$ cat src/logic/adcs_pkg.sv
package adcs_pkg;
    localparam logic [7:0] OFS_CTRL   = 8'h00;
    localparam logic [7:0] OFS_CFG    = 8'h04;
    localparam logic [7:0] OFS_RES_HI = 8'h08;
    localparam logic [7:0] OFS_RES_LO = 8'h0C;
    localparam logic [7:0] OFS_ASEL   = 8'h10;
    localparam logic [7:0] OFS_DIR_A  = 8'h14;
    localparam logic [7:0] OFS_DIR_B  = 8'h18;
    localparam logic [7:0] OFS_PINS_A = 8'h1C;
    localparam logic [7:0] OFS_PINS_B = 8'h20;
    localparam logic [7:0] OFS_STAT   = 8'h24;

    localparam logic [5:0]  RST_ASEL  = 6'h3F;
    localparam logic [15:0] RST_OE    = 16'h0000;
    localparam logic [15:0] RST_OUT   = 16'h0000;
    localparam logic [7:0]  RST_CTRL  = 8'h00;
    localparam logic [7:0]  RST_CFG   = 8'h00;

    localparam logic [8:0]  DIV_00    = 9'h002;
    localparam logic [8:0]  DIV_01    = 9'h008;
    localparam logic [8:0]  DIV_10    = 9'h020;
    localparam logic [8:0]  RC_UNITS  = 9'h002;
    localparam int          REF_SHIFT = 3;
    localparam logic [1:0]  CS_RC     = 2'h3;
    localparam logic [3:0]  PER_FIRST = 4'h1;
    localparam logic [3:0]  PER_LAST  = 4'hD;
    localparam logic [11:0] TRIAL_MSB = 12'h800;
    localparam int          VREFP_PIN = 3;
    localparam int          VREFN_PIN = 2;

    typedef struct packed {
        logic [1:0] clk_sel;
        logic [2:0] chan;
        logic       go;
        logic       spare;
        logic       on;
    } adcs_ctrl_t;

    typedef struct packed {
        logic       justify;
        logic [2:0] ref_cfg;
        logic [3:0] spare;
    } adcs_cfg_t;

    typedef enum logic [1:0] {
        ST_IDLE = 2'b00,
        ST_CONV = 2'b01,
        ST_TAIL = 2'b10
    } adcs_state_t;
endpackage : adcs_pkg

$ cat src/logic/adcs_top.sv
`timescale 1ns/100ps
module adcs_top (
    input  wire logic        core_clk,
    input  wire logic        rst,
    input  wire logic        hsel,
    input  wire logic [31:0] haddr,
    input  wire logic [1:0]  htrans,
    input  wire logic        hwrite,
    input  wire logic [2:0]  hsize,
    input  wire logic [31:0] hwdata,
    input  wire logic        hready,
    output logic      [31:0] hrdata,
    output logic             hreadyout,
    output logic             hresp,
    input  wire logic [15:0] port_pin_in,
    output logic      [15:0] port_pin_out,
    output logic      [15:0] port_pin_oe,
    output logic      [15:0] port_ibuf_en,
    input  wire logic        rc_osc,
    input  wire logic        cmp_in,
    output logic      [2:0]  ana_chan,
    output logic      [11:0] dac_code,
    output logic             conv_busy,
    output logic             conversion_done_flag
);
    adcs_pkg::adcs_ctrl_t  ctrl_r, ctrl_nxt, wctrl;
    adcs_pkg::adcs_cfg_t   cfg_r;
    adcs_pkg::adcs_state_t st_r, st_nxt;
    logic [7:0]  addr_q;
    logic        wr_q, rd_q;
    logic [31:0] hrdata_r, rdata;
    logic        hreadyout_r, hresp_r;
    logic [5:0]  ana_sel_r;
    logic [15:0] oe_r, out_r, ibuf_r;
    logic [15:0] pin_s1, pin_s2;
    logic        rc_s1, rc_s2, rc_s3;
    logic [8:0]  ph_r, ph_nxt;
    logic [3:0]  per_r, per_nxt;
    logic [11:0] trial_r, trial_nxt, resv_r, resv_nxt, dac_r;
    logic        flag_r, done_set, res_we;
    logic [7:0]  res_hi_r, res_lo_r;

    // Bus decode
    wire logic sel = hsel & htrans[1] & hready;
    wire logic ctrl_we  = wr_q & (addr_q == adcs_pkg::OFS_CTRL);
    wire logic cfg_we   = wr_q & (addr_q == adcs_pkg::OFS_CFG);
    wire logic asel_we  = wr_q & (addr_q == adcs_pkg::OFS_ASEL);
    wire logic dira_we  = wr_q & (addr_q == adcs_pkg::OFS_DIR_A);
    wire logic dirb_we  = wr_q & (addr_q == adcs_pkg::OFS_DIR_B);
    wire logic pina_we  = wr_q & (addr_q == adcs_pkg::OFS_PINS_A);
    wire logic pinb_we  = wr_q & (addr_q == adcs_pkg::OFS_PINS_B);
    wire logic stat_we  = wr_q & (addr_q == adcs_pkg::OFS_STAT);

    // Reference decode
    wire logic [2:0] vref = cfg_r.ref_cfg;
    wire logic int_ref = (vref == 3'h2) | (vref == 3'h4) |
                         (vref == 3'h6) | (vref == 3'h7);
    wire logic ext_hi = (vref == 3'h1) | (vref == 3'h3);
    wire logic ext_lo = (vref == 3'h1) | (vref == 3'h5);

    // Channels 0-3 sit on port A pins 0-3, channels 4-5 on port B pins 0-1
    wire logic [15:0] ana_map = {6'h00, ana_sel_r[5:4], 4'h0, ana_sel_r[3:0]};
    wire logic [15:0] ref_map =
        (16'(ext_hi) << adcs_pkg::VREFP_PIN) |
        (16'(ext_lo) << adcs_pkg::VREFN_PIN);
    wire logic [15:0] eff_an = ana_map | ref_map;
    wire logic [15:0] pin_rd = pin_s2 & ~eff_an;

    // Conversion clock selection
    wire logic rc_mode = ctrl_r.clk_sel == adcs_pkg::CS_RC;
    wire logic rc_edge = rc_s2 ^ rc_s3;
    wire logic [8:0] base =
        rc_mode                  ? adcs_pkg::RC_UNITS :
        (ctrl_r.clk_sel == 2'h0) ? adcs_pkg::DIV_00 :
        (ctrl_r.clk_sel == 2'h1) ? adcs_pkg::DIV_01 :
                                   adcs_pkg::DIV_10;
    wire logic [8:0] period = int_ref ? (base << adcs_pkg::REF_SHIFT)
                                      : base;
    wire logic [8:0] half = period >> 1;
    // RC mode counts synchronised rc_osc edges of both polarities
    wire logic unit_ev = rc_mode ? rc_edge : 1'b1;
    wire logic ph_wrap = ph_r == (period - 9'h001);
    // Go drops half a period into the fourteenth period
    wire logic ph_half = (ph_r + 9'h001) == half;
    wire logic busy = st_r != adcs_pkg::ST_IDLE;

    // Go is ignored in the write that also turns the converter on
    assign wctrl = adcs_pkg::adcs_ctrl_t'(hwdata[7:0]);
    wire logic start = ctrl_we & wctrl.go & wctrl.on & ctrl_r.on &
                       ~busy;
    wire logic abort = busy & ctrl_we & (~wctrl.go | ~wctrl.on);

    always_comb begin
        st_nxt    = st_r;
        ph_nxt    = ph_r;
        per_nxt   = per_r;
        trial_nxt = trial_r;
        resv_nxt  = resv_r;
        done_set  = 1'b0;
        res_we    = 1'b0;
        case (st_r)
            adcs_pkg::ST_IDLE: begin
                if (start) begin
                    st_nxt    = adcs_pkg::ST_CONV;
                    ph_nxt    = 9'h000;
                    per_nxt   = adcs_pkg::PER_FIRST;
                    trial_nxt = 12'h000;
                    resv_nxt  = 12'h000;
                end
            end
            adcs_pkg::ST_CONV: begin
                if (abort) begin
                    st_nxt = adcs_pkg::ST_IDLE;
                    res_we = 1'b1;
                end else if (unit_ev) begin
                    ph_nxt = ph_wrap ? 9'h000 : ph_r + 9'h001;
                    if (ph_wrap) begin
                        per_nxt   = per_r + 4'h1;
                        resv_nxt  = resv_r | (trial_r & {12{cmp_in}});
                        trial_nxt = (per_r == adcs_pkg::PER_FIRST) ?
                                    adcs_pkg::TRIAL_MSB : (trial_r >> 1);
                        if (per_r == adcs_pkg::PER_LAST) begin
                            st_nxt   = adcs_pkg::ST_TAIL;
                            done_set = 1'b1;
                            res_we   = 1'b1;
                        end
                    end
                end
            end
            adcs_pkg::ST_TAIL: begin
                // An abort here rewrites the same final result
                if (abort) begin
                    st_nxt = adcs_pkg::ST_IDLE;
                    res_we = 1'b1;
                end else if (unit_ev) begin
                    ph_nxt = ph_wrap ? 9'h000 : ph_r + 9'h001;
                    if (ph_half) begin
                        st_nxt = adcs_pkg::ST_IDLE;
                    end
                end
            end
            default: begin
                st_nxt = adcs_pkg::ST_IDLE;
            end
        endcase
    end

    always_comb begin
        ctrl_nxt = ctrl_r;
        if (ctrl_we) begin
            ctrl_nxt = wctrl;
        end
        ctrl_nxt.spare = 1'b0;
        ctrl_nxt.go    = st_nxt != adcs_pkg::ST_IDLE;
    end

    // Read data, sampled in the single wait cycle of a read
    always_comb begin
        rdata = 32'h0000_0000;
        if (addr_q == adcs_pkg::OFS_CTRL) begin
            rdata[7:0] = ctrl_r;
        end else if (addr_q == adcs_pkg::OFS_CFG) begin
            rdata[7:0] = cfg_r;
        end else if (addr_q == adcs_pkg::OFS_RES_HI) begin
            rdata[7:0] = res_hi_r;
        end else if (addr_q == adcs_pkg::OFS_RES_LO) begin
            rdata[7:0] = res_lo_r;
        end else if (addr_q == adcs_pkg::OFS_ASEL) begin
            rdata[5:0] = ana_sel_r;
        end else if (addr_q == adcs_pkg::OFS_DIR_A) begin
            rdata[7:0] = ~oe_r[7:0];
        end else if (addr_q == adcs_pkg::OFS_DIR_B) begin
            rdata[7:0] = ~oe_r[15:8];
        end else if (addr_q == adcs_pkg::OFS_PINS_A) begin
            rdata[7:0] = pin_rd[7:0];
        end else if (addr_q == adcs_pkg::OFS_PINS_B) begin
            rdata[7:0] = pin_rd[15:8];
        end else if (addr_q == adcs_pkg::OFS_STAT) begin
            rdata[0] = flag_r;
        end
    end

    // Bus slave: writes are zero-wait, reads take one wait cycle
    always_ff @(posedge core_clk or posedge rst) begin
        if (rst) begin
            addr_q      <= 8'h00;
            wr_q        <= 1'b0;
            rd_q        <= 1'b0;
            hreadyout_r <= 1'b1;
            hresp_r     <= 1'b0;
            hrdata_r    <= 32'h0000_0000;
        end else begin
            if (sel) begin
                addr_q <= haddr[7:0];
            end
            wr_q        <= sel & hwrite;
            rd_q        <= sel & ~hwrite;
            hreadyout_r <= ~(sel & ~hwrite);
            hresp_r     <= 1'b0;
            if (rd_q) begin
                hrdata_r <= rdata;
            end
        end
    end

    // Pin and RC clock synchronisers
    always_ff @(posedge core_clk or posedge rst) begin
        if (rst) begin
            pin_s1 <= 16'h0000;
            pin_s2 <= 16'h0000;
            rc_s1  <= 1'b0;
            rc_s2  <= 1'b0;
            rc_s3  <= 1'b0;
        end else begin
            pin_s1 <= port_pin_in;
            pin_s2 <= pin_s1;
            rc_s1  <= rc_osc;
            rc_s2  <= rc_s1;
            rc_s3  <= rc_s2;
        end
    end

    // Port configuration; output drive ignores analog select
    always_ff @(posedge core_clk or posedge rst) begin
        if (rst) begin
            ana_sel_r <= adcs_pkg::RST_ASEL;
            oe_r      <= adcs_pkg::RST_OE;
            out_r     <= adcs_pkg::RST_OUT;
            ibuf_r    <= 16'h0000;
        end else begin
            if (asel_we) begin
                ana_sel_r <= hwdata[5:0];
            end
            if (dira_we) begin
                oe_r[7:0] <= ~hwdata[7:0];
            end
            if (dirb_we) begin
                oe_r[15:8] <= ~hwdata[7:0];
            end
            if (pina_we) begin
                out_r[7:0] <= hwdata[7:0];
            end
            if (pinb_we) begin
                out_r[15:8] <= hwdata[7:0];
            end
            // Buffer enables lag the configuration by one cycle
            ibuf_r <= ~eff_an;
        end
    end

    // Sequencer and control registers
    always_ff @(posedge core_clk or posedge rst) begin
        if (rst) begin
            st_r    <= adcs_pkg::ST_IDLE;
            ctrl_r  <= adcs_pkg::RST_CTRL;
            cfg_r   <= adcs_pkg::RST_CFG;
            ph_r    <= 9'h000;
            per_r   <= 4'h0;
            trial_r <= 12'h000;
            resv_r  <= 12'h000;
            dac_r   <= 12'h000;
            flag_r  <= 1'b0;
        end else begin
            st_r    <= st_nxt;
            ctrl_r  <= ctrl_nxt;
            ph_r    <= ph_nxt;
            per_r   <= per_nxt;
            trial_r <= trial_nxt;
            resv_r  <= resv_nxt;
            dac_r   <= resv_nxt | trial_nxt;
            if (cfg_we) begin
                cfg_r <= {hwdata[7:4], 4'h0};
            end
            // A completion in the clearing cycle keeps the flag set
            flag_r <= done_set | (flag_r & ~(stat_we & hwdata[0]));
        end
    end

    // Results survive reset
    always_ff @(posedge core_clk) begin
        if (res_we) begin
            if (cfg_r.justify) begin
                res_hi_r <= {4'h0, resv_nxt[11:8]};
                res_lo_r <= resv_nxt[7:0];
            end else begin
                res_hi_r <= resv_nxt[11:4];
                res_lo_r <= {resv_nxt[3:0], 4'h0};
            end
        end
    end

    assign hrdata               = hrdata_r;
    assign hreadyout            = hreadyout_r;
    assign hresp                = hresp_r;
    assign port_pin_out         = out_r;
    assign port_pin_oe          = oe_r;
    assign port_ibuf_en         = ibuf_r;
    assign ana_chan             = ctrl_r.chan;
    assign dac_code             = dac_r;
    assign conv_busy            = ctrl_r.go;
    assign conversion_done_flag = flag_r;
endmodule : adcs_top

$ cat config.mk
export PLATFORM = sky130hd
export DESIGN_NAME = adcs_top
export DESIGN_NICKNAME = d
export VERILOG_FILES = /design/src/logic/adcs_pkg.sv /design/src/logic/adcs_top.sv
export SDC_FILE = /design/constraint.sdc
export NUM_CORES = 1
export LEC_CHECK = 0
export BUFFER_PORTS_ARGS = -buffer_cell sky130_fd_sc_hd__buf_4
export CAP_MARGIN = 0
export CORE_ASPECT_RATIO = 1.4
export CORE_MARGIN = 2
export CORE_UTILIZATION = 45
export DETAILED_ROUTE_END_ITERATION = 10
export PLACE_DENSITY = 0.76
export SLEW_MARGIN = 25
export SYNTH_ARGS = -nofsm -noshare
export SYNTH_HDL_FRONTEND = slang
export SYNTH_SLANG_ARGS = --single-unit
export TNS_END_PERCENT = 100
$ cat constraint.sdc
create_clock -name core_clk -period 8 [get_ports core_clk]
set_input_delay 1.2 -clock core_clk [delete_from_list [all_inputs] [get_ports core_clk]]
set_output_delay 1.2 -clock core_clk [all_outputs]
set_load 0.1 [all_outputs]
# Yosys cells after proc, flatten, opt, wreduce, memory -nomap -nowiden
# Index checks and enable logic that the tools add are counted.
dict set report totals {
  word_cells 177
  reg_bits 187
  input_bits 92
  output_inout_bits 99
}
dict set report op_classes {
  eq_ne 30
  bitwise_logic 44
  n_mux 57
  add_sub_neg 3
  reduce_logical 10
}
# operator count
set ops {}
lappend ops {{$mux 12} 9}
lappend ops {{$mux 8} 8}
lappend ops {{$pmux 12 s2} 2}
lappend ops {{$mux 9} 5}
lappend ops {{$eq 8x5->1 const B} 4}
lappend ops {{$mux 6} 4}
lappend ops {{$not 8->8} 3}
lappend ops {{$or 12x12->12} 2}
lappend ops {{$and 1x1->1} 20}
lappend ops {{$mux 4} 5}
lappend ops {{$mux 2} 9}
lappend ops {{$pmux 9 s2} 1}
lappend ops {{$and 16x16->16} 1}
lappend ops {{$eq 8x4->1 const B} 2}
lappend ops {{$eq 8x6->1 const B} 2}
lappend ops {{$not 10->16} 1}
lappend ops {{$and 12x12->12} 1}
lappend ops {{$eq 3x3->1 const B} 4}
lappend ops {{$mux 1} 10}
lappend ops {{$ne 2x2->1 const B} 5}
lappend ops {{$or 10x4->10} 1}
lappend ops {{$add 9x1->9 const B} 1}
lappend ops {{$eq 9x8->1} 1}
lappend ops {{$eq 9x9->1} 1}
lappend ops {{other kinds (24)} 42}

# Logic depth before layout (Yosys ltp)
# Gate-level depths: netlist (run 1).
dict set report logic_depth {
  ltp_word 15
  ltp_mapped 15
  ltp_nobuf 12
}

# Worst setup path after synthesis (run 1)
# Ideal clock, no wire load.
dict set report synth_timing {
  path_type {register to register}
  from {register ctrl_r[6] in the netlist's numbering}
  to {register res_hi_r[0], enable pin}
  path_stages_with_launch 14
  required_time_ns 7.586
  arrival_time_ns 3.882
  setup_time_ns 0.414
  slack_ns 3.704
  period_less_slack_ns 4.296
  path_buffers 1
  cell_sequence {dfrtp_1 inv_1 ha_1 buf_2 nand2_1 ha_1 xor2_1 or4_1 mux2i_1 o21ai_0 a2111oi_0 and3_1 o21ai_0 a21boi_0}
}
dict set report synth_between {
  elab_chain_len 11
  elab_cells_between_ends 14
  cone_classes {add/sub (1); eq/ne (3); mux (9); reduce/logical (1)}
}
# item line_no
set synth_rtl {}
lappend synth_rtl {{start, declared} adcs_top.sv:26} ;# adcs_pkg::adcs_ctrl_t ctrl_r, ctrl_nxt, wctrl;
lappend synth_rtl {{start signal, assigned} adcs_top.sv:255} ;# ctrl_r <= adcs_pkg::RST_CTRL;
lappend synth_rtl {{start signal, assigned} adcs_top.sv:265} ;# ctrl_r <= ctrl_nxt;
lappend synth_rtl {{$eq 2x1->1} adcs_top.sv:75} ;# (ctrl_r.clk_sel == 2'h1) ? adcs_pkg::DIV_01 :
lappend synth_rtl {{$mux 6} adcs_top.sv:75}
lappend synth_rtl {{$mux 6} adcs_top.sv:74} ;# (ctrl_r.clk_sel == 2'h0) ? adcs_pkg::DIV_00 :
lappend synth_rtl {{$mux 6} adcs_top.sv:73} ;# rc_mode ? adcs_pkg::RC_UNITS :
lappend synth_rtl {{$mux 9} adcs_top.sv:77} ;# wire logic [8:0] period = int_ref ? (base << adcs_pkg::REF_SHIFT)
lappend synth_rtl {{$sub 9x1->9} adcs_top.sv:82} ;# wire logic ph_wrap = ph_r == (period - 9'h001);
lappend synth_rtl {{$eq 9x9->1} adcs_top.sv:82}
lappend synth_rtl {{$mux 1} adcs_top.sv:117} ;# if (ph_wrap) begin
lappend synth_rtl {{$mux 1 *} adcs_top.sv:115} ;# end else if (unit_ev) begin
lappend synth_rtl {{$mux 1 *} adcs_top.sv:112} ;# if (abort) begin
lappend synth_rtl {{$pmux 1 s2 *} adcs_top.sv:101} ;# case (st_r)
lappend synth_rtl {{net res_we} adcs_top.sv:40} ;# logic flag_r, done_set, res_we;
lappend synth_rtl {{end signal, assigned} adcs_top.sv:283} ;# res_hi_r <= {4'h0, resv_nxt[11:8]};
lappend synth_rtl {{end signal, assigned} adcs_top.sv:286} ;# res_hi_r <= resv_nxt[11:4];
lappend synth_rtl {{end, declared} adcs_top.sv:41} ;# logic [7:0] res_hi_r, res_lo_r;
# Mark *: on every way through the listed nets, which the timed path passes. The rest lies on a longest branch.
# A chain may end at the register's enable or synchronous reset.

# Worst setup path after layout (run 1)
dict set report layout_timing {
  from {register ctrl_r[6] in the netlist's numbering}
  to {register res_lo_r[4] (data pin)}
}
dict set report layout_between {
  elab_chain_len 12
  elab_cells_between_ends 15
  cone_classes {add/sub (1); eq/ne (3); mux (10); reduce/logical (1)}
}
# item line_no
set layout_rtl {}
lappend layout_rtl {{$eq 2x1->1} adcs_top.sv:75}
lappend layout_rtl {{$mux 6} adcs_top.sv:75}
lappend layout_rtl {{$mux 6} adcs_top.sv:74}
lappend layout_rtl {{$mux 6} adcs_top.sv:73}
lappend layout_rtl {{$mux 9} adcs_top.sv:77}
lappend layout_rtl {{$sub 9x1->9} adcs_top.sv:82}
lappend layout_rtl {{$eq 9x9->1} adcs_top.sv:82}
lappend layout_rtl {{$mux 12} adcs_top.sv:117}
lappend layout_rtl {{$mux 12 *} adcs_top.sv:115}
lappend layout_rtl {{$mux 12 *} adcs_top.sv:112}
lappend layout_rtl {{$pmux 12 s2 *} adcs_top.sv:101}
lappend layout_rtl {{$mux 8 *} adcs_top.sv:282} ;# if (cfg_r.justify) begin
lappend layout_rtl {{end signal, assigned} adcs_top.sv:284} ;# res_lo_r <= resv_nxt[7:0];
lappend layout_rtl {{end signal, assigned} adcs_top.sv:287} ;# res_lo_r <= {resv_nxt[3:0], 4'h0};
lappend layout_rtl {{end, declared} adcs_top.sv:41}
# Every way passes the cells marked *; elsewhere a longest branch is shown, timed or not.

==> flow_metrics.env, run 1 <==
export IMPL_core_um2=17500
export IMPL_nets=905
export IMPL_syn_area_um2=8070
export IMPL_synthXorXnorAreaFrac_pct=1.09
export IMPL_drc_errors=0
export IMPL_dpl_worst_slack_ns=4.09
export IMPL_start_kind="register"
export IMPL_intPower_uw=1520
export IMPL_synth_edf_count=16
export IMPL_ys_seq_area_share_pct=56.3
export IMPL_async_flop_share_pct=91.0
export IMPL_synthAdderAreaFrac_pct=1.71
export IMPL_synth_most_common_cell="dfrtp_1"
export IMPL_syn_inst=711
export IMPL_clockBufferDepth=2
export IMPL_drive_gt1_share_pct=26.7
export IMPL_ant_nets=0
export IMPL_post_route_min_period_ns=3.99
export IMPL_synth_top_area_cell="dfrtp_1"
export IMPL_grt_usage_pct=20.2
export IMPL_synth_distinct_cells=72
export IMPL_clk_pin_slew_ns=0.07
export IMPL_cp_slowest_cell="a2111oi_0"
export IMPL_path_class="register to register"
export IMPL_crit_path_max_incr_delay_ns=0.55
export IMPL_htree_levels=4
export IMPL_cts_resized=0
export IMPL_routabilityCongestion=0.890
export IMPL_synth_common_cells="155 x dfrtp_1, 57 x nand2_1, 44 x mux2_2, 44 x o21ai_0, 37 x buf_4"
export IMPL_switching_power_uw=759
export IMPL_port_buffers=113
export IMPL_setup_viol=0
export IMPL_dieArea_um2=19000
export IMPL_rsz0062_at_grt="false"
export IMPL_grt_max_degree=76
export IMPL_initial_core_util_pct=46.2
export IMPL_final_hold_viol_count=0
export IMPL_powerDensity_nw_per_um2=239
export IMPL_seqPwrFrac_pct=44.6
export IMPL_hpwl_um=13300
export IMPL_synth_top_area_share_pct=48.1
export IMPL_worst_ep_arrival_time_ns=4.25
export IMPL_cts_inserted_buffers=17
export IMPL_ctsHoldBuffers=0
export IMPL_clockRootBuffer="clkbuf_16"
export IMPL_final_setup_tns_ns=0
export IMPL_drt_iter0_markers=500
export IMPL_path_cells="inv_1, ha_1, nand2_1, ha_1, xor2_1, or4_1, mux2i_1, o21ai_1, a2111oi_0, and2_1, a21oi_1, mux2i_1"
export IMPL_p_leak_uw=0.00444
export IMPL_dr_pass1_iters=5
export IMPL_yosysWarningCount=0
export IMPL_viasPerCell=5.53
export IMPL_cap_violations=0
export IMPL_antennaDiodeCount=0
export IMPL_antenna_found_initial=0
export IMPL_avgSynthCellArea_um2=11.3
export IMPL_max_slew_margin_pct=38.0
export IMPL_cts_tree="done"
export IMPL_max_freq_ghz=0.251
export IMPL_fin_crit_sh_pct=49.9
export IMPL_finalMaxSlewViolations=0
export IMPL_yosys_area_share_simple_pct=12.2
export IMPL_synth_top_family_by_area="compound AO/OA/AOI/OAI gates"
export IMPL_clkSinkCount=178
export IMPL_rows=57
export IMPL_vias=5804
export IMPL_die_y_um=162
export IMPL_hp_class="register to register"
export IMPL_yosys_mux_area_fraction_pct=7.51
export IMPL_grt_pass1_wl_um=29300
export IMPL_path_max_fanout=12
export IMPL_synth_area_leaders="dfrtp_1 48%, mux2_2 6.1%, edfxtp_1 6.0%"
export IMPL_design_portCount=191
export IMPL_wirelength_um=18800
export IMPL_synth_seq_cells=178
export IMPL_grt_pass1_vias=5575
export IMPL_worst_slew_pin_slew_ns=0.924
export IMPL_critPathCaptureType="register"
export IMPL_die_x_um=117
export IMPL_critPathRequiredTime_ns=8.26
export IMPL_routedWlPerCell_um=17.9
export IMPL_synth_compound_area_share_pct=14.3
export IMPL_syn2layout_area_growth_pct=18.1
export IMPL_holdWs_ns=0.344
export IMPL_clk_latency_ns=0.44
export IMPL_grt_ovfl_total=0
export IMPL_swShare_pct=33.3
export IMPL_power_frac_clock_pct=37.0
export IMPL_irDropWorstVdd_mv=0.147
export IMPL_combPwrFrac_pct=18.4
export IMPL_setup_ws_ns=4.01
export IMPL_cts_setup_buffers=0
export IMPL_path_delay_family="simple AND/OR/NAND/NOR gates"
export IMPL_path_buf_inv=1
export IMPL_synthFlopType="dfrtp_1"
export IMPL_skew_ns=0.0132
export IMPL_status="finished, final reports clean"
kinds of logic after synthesis:
logic type | Yosys count
DFF | 178
buffers and inverters | 104
xor gates and xnor gates | 10
muxes | 55
AOI/OAI and AO/OA | 163
and+or+nand+nor | 188
adders and majority gates | 11
other | 2
final timing paths:
path	cells after the start	startpoint	slack (ns)	end
worst max-delay path	12	ctrl_r[6]	4.01	res_lo_r[4]
worst min-delay path	0	pin_s1[13]	0.34	pin_s2[13]
worst max register to register	12	ctrl_r[6]	4.01	res_lo_r[4]
worst min register to register	0	pin_s1[13]	0.34	pin_s2[13]
max in group asynchronous	4	rst	5.78	ana_sel_r[1]
min in group asynchronous	2	rst	0.87	port_ibuf_en[14]
layer usage:
layer,wire (um),GRT usage [%]
met3,904,4.13
met4,672,9.41
met5,0,0
met2,9700,33.7
met1,7470,24.9
cell type report:
type | instances | area (um2)
Sequential cell | 178 | 4540
Fill cell | 1447 | 7940
Multi-Input combinational cell | 453 | 3070
Clock inverter | 13 | 158
Timing Repair Buffer | 116 | 883
Clock buffer | 18 | 439
Tap cell | 236 | 295
Inverter | 36 | 140
stage by stage:
stage	utilization (%)	instances	power [uW]	cell area [um2]
2_1_floorplan	-	735	1370	8160
3_3_place_gp	51.0	1018	1440	8910
3_5_place_dp	51.1	1019	1450	8930
4_1_cts	54.5	1050	2290	9530
5_1_grt	54.5	1050	2350	9530
6_report	54.5	1050	2280	9530
worst register-to-register path, stage by stage (launching register included):
cell and delay, ns:
dfrtp_1 0.42, inv_1 0.08, ha_1 0.48, nand2_1 0.13
ha_1 0.27, xor2_1 0.18, or4_1 0.41, mux2i_1 0.25
o21ai_1 0.08, a2111oi_0 0.55, and2_1 0.52, a21oi_1 0.25
mux2i_1 0.21
power by group through the flow:
stage	Combinational [uW]	Clock, uW	Sequential (uW)
6_report	419	843	1020
5_1_grt	445	886	1020
2_1_floorplan	234	0	1130
3_3_place_gp	412	0	1030
3_5_place_dp	418	0	1030
4_1_cts	419	855	1010
flip-flops by register name (all words and copies together) (netlist names), 2 cells and up:
| name | flops |
|---|---|
| vref | 3 |
| per_r | 4 |
| hrdata | 8 |
| pin_s1 | 16 |
| addr_q | 8 |
| res_hi_r | 8 |
| trial_r | 12 |
| ph_r | 9 |
| res_lo_r | 8 |
| ana_sel_r | 6 |
| ctrl_r | 3 |
| ana_chan | 3 |
| port_pin_oe | 16 |
| port_pin_out | 16 |
| pin_s2 | 16 |
| dac_code | 12 |
| port_ibuf_en | 7 |
| st_r | 2 |
| resv_r | 12 |
cells in the final DEF (no fill, tap or decap), drive strengths merged, types with 5 or more instances in the layout:
master	synthesis	layout
ha	11	11
o21ai	49	49
or2	6	6
a22o	16	16
nand3	22	22
a221o	12	12
xor2	7	7
conb	2	26
nor2b	9	9
inv	36	46
nand2	57	57
nor4b	6	6
nand4	6	6
a211oi	5	5
nor2	32	32
edfxtp	16	16
a21oi	25	25
o211ai	6	6
dfrtp	155	155
clkbuf	23	18
dfstp	7	7
nand2b	5	5
mux2	44	44
nor3	10	10
mux2i	11	11
buf	45	116
and2	18	18
a21o	7	7
and3	5	5
Note: power is estimated with default switching activity, not from simulation.
==> inputs of run 2 (changes only) <==
--- a/config.mk
+++ b/config.mk
@@ -11,7 +11,7 @@
 export CORE_MARGIN = 2
 export CORE_UTILIZATION = 45
 export DETAILED_ROUTE_END_ITERATION = 10
-export PLACE_DENSITY = 0.76
+export PLACE_DENSITY = 0.78
 export SLEW_MARGIN = 25
 export SYNTH_ARGS = -nofsm -noshare
 export SYNTH_HDL_FRONTEND = slang
==> constraint.sdc (replaced) <==
create_clock -name core_clk -period 3.2 [get_ports core_clk]
set_input_delay 0.48 -clock core_clk [delete_from_list [all_inputs] [get_ports core_clk]]
set_output_delay 0.48 -clock core_clk [all_outputs]
set_load 0.1 [all_outputs]
==> flow_metrics.env, run 2 (same netlist as run 1, synthesis figures left out) <==
export IMPL_viasPerCell=5.53
export IMPL_ant_nets=0
export IMPL_powerDensity_nw_per_um2=561
export IMPL_clkSinkCount=178
export IMPL_p_leak_uw=0.00475
export IMPL_rsz0062_at_grt="true"
export IMPL_dieArea_um2=19000
export IMPL_clk_latency_ns=0.44
export IMPL_ctsHoldBuffers=0
export IMPL_hpwl_um=14300
export IMPL_design_portCount=191
export IMPL_setup_ws_ns=-0.135
export IMPL_fin_crit_sh_pct=104
export IMPL_irDropWorstVdd_mv=0.399
export IMPL_die_x_um=117
export IMPL_layout_common_cells="164 x buf_4, 154 x dfrtp_1, 54 x nand2_1"
export IMPL_setup_viol=31
export IMPL_clockRootBuffer="clkbuf_16"
export IMPL_grt_max_degree=86
export IMPL_critPathRequiredTime_ns=3.52
export IMPL_grt_pass1_wl_um=32200
export IMPL_reg2reg_to="per_r[2]"
export IMPL_vias=6144
export IMPL_drc_errors=0
export IMPL_cts_tree="done"
export IMPL_critPathCaptureType="register"
export IMPL_port_buffers=113
export IMPL_grt_usage_pct=22.1
export IMPL_nets=965
export IMPL_layout_commonest_cell="buf_4"
export IMPL_status="finished with violations"
export IMPL_cp_slowest_cell="dfrtp_1"
export IMPL_start_kind="register"
export IMPL_syn2layout_area_growth_pct=27.2
export IMPL_clk_pin_slew_ns=0.07
export IMPL_antenna_found_initial=0
export IMPL_drive_gt1_share_pct=35.8
export IMPL_htree_levels=4
export IMPL_path_max_fanout=5
export IMPL_skew_ns=0.00956
export IMPL_die_y_um=162
export IMPL_post_route_min_period_ns=3.33
export IMPL_worst_slew_pin_slew_ns=0.772
export IMPL_max_slew_margin_pct=48.0
export IMPL_drt_iter0_markers=550
export IMPL_routedWlPerCell_um=18.6
export IMPL_r2r_cells=14
export IMPL_crit_path_max_incr_delay_ns=0.43
export IMPL_dr_pass1_iters=5
export IMPL_hp_class="input pin to async pin"
export IMPL_final_hold_viol_count=0
export IMPL_core_um2=17500
export IMPL_path_cells="nand2b_4, a21oi_4, nand2_2, ha_4, xor2_2, or4_4, mux2i_4, o21ai_2, a2111o_1, buf_6, buf_6, nor4b_4, o21ai_1, a22o_1"
export IMPL_path_class="register to register"
export IMPL_rows=57
export IMPL_cts_inserted_buffers=17
export IMPL_clockBufferDepth=2
export IMPL_reg2reg_slack_ns=-0.13
export IMPL_cpMostUsedCell="buf_6"
export IMPL_max_freq_ghz=0.300
export IMPL_antennaDiodeCount=0
export IMPL_grt_ovfl_total=0
export IMPL_worst_ep_arrival_time_ns=3.66
export IMPL_wirelength_um=20700
export IMPL_final_setup_tns_ns=-1.35
export IMPL_violations="negative setup slack"
export IMPL_routabilityCongestion=0.895
export IMPL_r2r_start="vref[1]"
export IMPL_grt_pass1_vias=6185
export IMPL_cap_violations=0
export IMPL_crit_start="vref[1]"
export IMPL_finalMaxSlewViolations=0
export IMPL_initial_core_util_pct=46.2
export IMPL_dpl_worst_slack_ns=-0.257
## run 2: where the power goes
part	total, uW	switching, uW	internal [uW]
logic	1200	863	336
registers	2520	118	2400
clock network	2040	940	1100
## run 2: worst max-delay path by stage
| stage | cells after the start | endpoint | slack (ns) |
|---|---|---|---|
| floorplan | 13 | res_hi_r[0] | -0.11 |
| global placement | 15 | res_hi_r[0] | -0.22 |
| detailed placement | 13 | conv_busy | -0.26 |
| CTS | 12 | dac_code[10] | -0.05 |
| global route | 14 | per_r[2] | -0.20 |
| finish | 14 | per_r[2] | -0.13 |
## run 2: per-layer routing
| layer | vias up | track usage, % | share of wire [%] |
|---|---|---|---|
| met5 | - | 0 | 0 |
| met4 | 0 | 10.5 | 4.0 |
| met3 | 56 | 4.02 | 4.6 |
| met2 | 241 | 38.8 | 54 |
| met1 | 3060 | 25.5 | 38 |
| li1 | 2787 | - | - |
## run 2: per-stage QoR
stage	utilization [%]	hold slack [ns]	area (um2)	power (uW)	cells
after floorplan	-	0.331	8210	3430	735
after global placement	53.8	0.332	9400	3680	1070
after detailed placement	53.8	0.335	9400	3710	1070
after CTS	57.8	0.0943	10100	5750	1106
after global routing	58.8	0.110	10300	5950	1111
final	58.8	0.0908	10300	5760	1111
## run 2: cell type report
class	instances	area, um2
well taps	236	295
clock buffers	18	429
flip-flops and latches	178	4540
multi-input cells	453	3290
clock inverters	14	146
fillers	1375	7210
repair buffers	176	1420
inverters	36	139
## run 2: worst max-delay path, delay by kind of cell, from the launching register on
kind / cells / cell delay [ns]
xor gates and xnor gates: 1 / 0.15
and+or+nand+nor: 4 / 0.96
muxes: 1 / 0.20
buffers and inverters: 2 / 0.29
AOI/OAI and AO/OA: 5 / 1.00
DFF: 1 / 0.43
adders and majority gates: 1 / 0.19
## run 2: timing repair
item	in CTS	in global routing
cloned	1	1
pin swaps	2	9
setup buffers	3	5
gates resized for setup	24	29
endpoints found under the setup margin	79	73
==> inputs of run 3 (changes only) <==
--- a/config.mk
+++ b/config.mk
@@ -12,6 +12,7 @@
 export CORE_UTILIZATION = 45
 export DETAILED_ROUTE_END_ITERATION = 10
 export PLACE_DENSITY = 0.78
+export SKIP_CTS_REPAIR_TIMING = 1
 export SLEW_MARGIN = 25
 export SYNTH_ARGS = -nofsm -noshare
 export SYNTH_HDL_FRONTEND = slang
==> flow_metrics.env, run 3 (same netlist as run 1, synthesis figures left out) <==
export IMPL_status="finished with violations"
export IMPL_violations="negative setup slack"
export IMPL_vias=6165
export IMPL_die_y_um=162
export IMPL_clockBufferDepth=2
export IMPL_power_uw=5750
export IMPL_power_frac_clock_pct=35.5
export IMPL_hpwl_um=14300
export IMPL_die_x_um=117
export IMPL_port_buffers=113
export IMPL_finish_utilization_pct=58.9
export IMPL_irDropWorstVdd_mv=0.397
export IMPL_clockRootBuffer="clkbuf_16"
export IMPL_rows=57
export IMPL_max_freq_ghz=0.302
export IMPL_powerDensity_nw_per_um2=558
export IMPL_cts_tree="done"
export IMPL_fin_crit_sh_pct=104
export IMPL_grt_pass1_vias=6100
export IMPL_start_kind="register"
export IMPL_design_portCount=191
export IMPL_cts_inserted_buffers=17
export IMPL_swShare_pct=33.4
export IMPL_post_route_min_period_ns=3.31
export IMPL_ant_nets=0
export IMPL_p_leak_uw=0.00474
export IMPL_intPower_uw=3830
export IMPL_worst_ep_arrival_time_ns=3.64
export IMPL_r2r_cells=13
export IMPL_skew_ns=0.00806
export IMPL_use_met2_pct=37.7
export IMPL_layout_commonest_cell="buf_4"
export IMPL_path_max_fanout=8
export IMPL_finalMaxSlewViolations=0
export IMPL_combPwrFrac_pct=20.7
export IMPL_reg2reg_slack_ns=-0.11
export IMPL_wirelength_um=20700
export IMPL_rsz0062_at_grt="true"
export IMPL_final_hold_viol_count=0
export IMPL_path_class="register to register"
export IMPL_hp_class="input pin to async pin"
export IMPL_crit_start="vref[1]"
export IMPL_max_slew_margin_pct=48.8
export IMPL_setup_ws_ns=-0.113
export IMPL_cap_violations=0
export IMPL_drt_iter0_markers=547
export IMPL_viasPerCell=5.55
export IMPL_clk_pin_slew_ns=0.07
export IMPL_grt_use_met3_pct=3.83
export IMPL_holdWs_ns=0.0852
export IMPL_seqPwrFrac_pct=43.8
export IMPL_syn2layout_area_growth_pct=27.5
export IMPL_critPathCaptureType="register"
export IMPL_grt_max_degree=86
export IMPL_clk_latency_ns=0.44
export IMPL_worst_slew_pin_slew_ns=0.761
export IMPL_antennaDiodeCount=0
export IMPL_layout_common_cells="161 x buf_4, 153 x dfrtp_1, 55 x nand2_1"
export IMPL_drc_errors=0
export IMPL_grt_ovfl_total=0
export IMPL_r2r_start="vref[1]"
export IMPL_critPathRequiredTime_ns=3.53
export IMPL_grt_usage_pct=21.6
export IMPL_htree_levels=4
export IMPL_dpl_worst_slack_ns=-0.257
export IMPL_switching_power_uw=1920
export IMPL_final_setup_tns_ns=-2.07
export IMPL_clkSinkCount=178
export IMPL_routabilityCongestion=0.895
export IMPL_antenna_found_initial=0
export IMPL_dr_pass1_iters=5
export IMPL_core_um2=17500
export IMPL_grtUsageMet1_pct=24.9
export IMPL_nets=964
export IMPL_grt_pass1_wl_um=31500
export IMPL_grt_busiest_layer="met2"
export IMPL_setup_viol=32
export IMPL_dieArea_um2=19000
export IMPL_drive_gt1_share_pct=35.8
export IMPL_routedWlPerCell_um=18.6
export IMPL_initial_core_util_pct=46.2
-- run 3: cell types whose count changed in the layout (fill, tap and decap cells not counted), sizes merged --
cell    before  now
and2        18   19
buf        175  174
clkbuf      19   18
-- run 3: worst paths after layout --
| kind | to |
|---|---|
| setup / recovery | per_r[2] |
| hold / removal | addr_q[4] |
| setup reg to reg | per_r[2] |
| hold reg to reg | rc_s2 |
| max in group asynchronous | hrdata[5] |
| min in group core_clk | pin_s1[15] |
-- run 3: power groups by stage --
stage / logic, uW / clock network, uW / registers [uW]
2_1_floorplan: 597 / 0 / 2830
3_3_place_gp: 1130 / 0 / 2550
3_5_place_dp: 1150 / 0 / 2560
4_1_cts: 1150 / 2050 / 2520
5_1_grt: 1250 / 2160 / 2530
6_report: 1190 / 2040 / 2520
-- run 3: worst max-delay path: stages (launching register included) --
cell and delay, ns:
dfrtp_1 0.42, nand2b_4 0.18, a21oi_4 0.17, nand2_2 0.11, ha_4 0.19, xor2_2 0.14, or4_4 0.44, mux2i_4 0.22
o21ai_2 0.11, a2111o_1 0.36, buf_4 0.20, nor4b_2 0.34, o21ai_0 0.13, a22o_1 0.20
-- run 3: per-stage QoR --
stage          cells  instance area (um2)
4_1_cts         1102                 9970
6_report        1110                10300
3_3_place_gp    1070                 9400
5_1_grt         1110                10300
2_1_floorplan    735                 8210
3_5_place_dp    1070                 9400
-- run 3: cell type report --
| type | instances | area, um2 |
|---|---|---|
| clock buffer | 18 | 429 |
| clock inverter | 14 | 146 |
| timing repair buffer | 174 | 1390 |
| tap | 236 | 295 |
| sequential | 178 | 4550 |
| multi-input combinational | 454 | 3340 |
| inverter | 36 | 139 |
| fill | 1380 | 7180 |
-- run 3: routing by layer --
metal	wire, um	vias to the layer above	share of wire, %
li1	-	2789	-
met1	7870	3068	38
met2	10900	241	53
met3	871	67	4.2
met4	979	0	4.7
met5	0	-	0
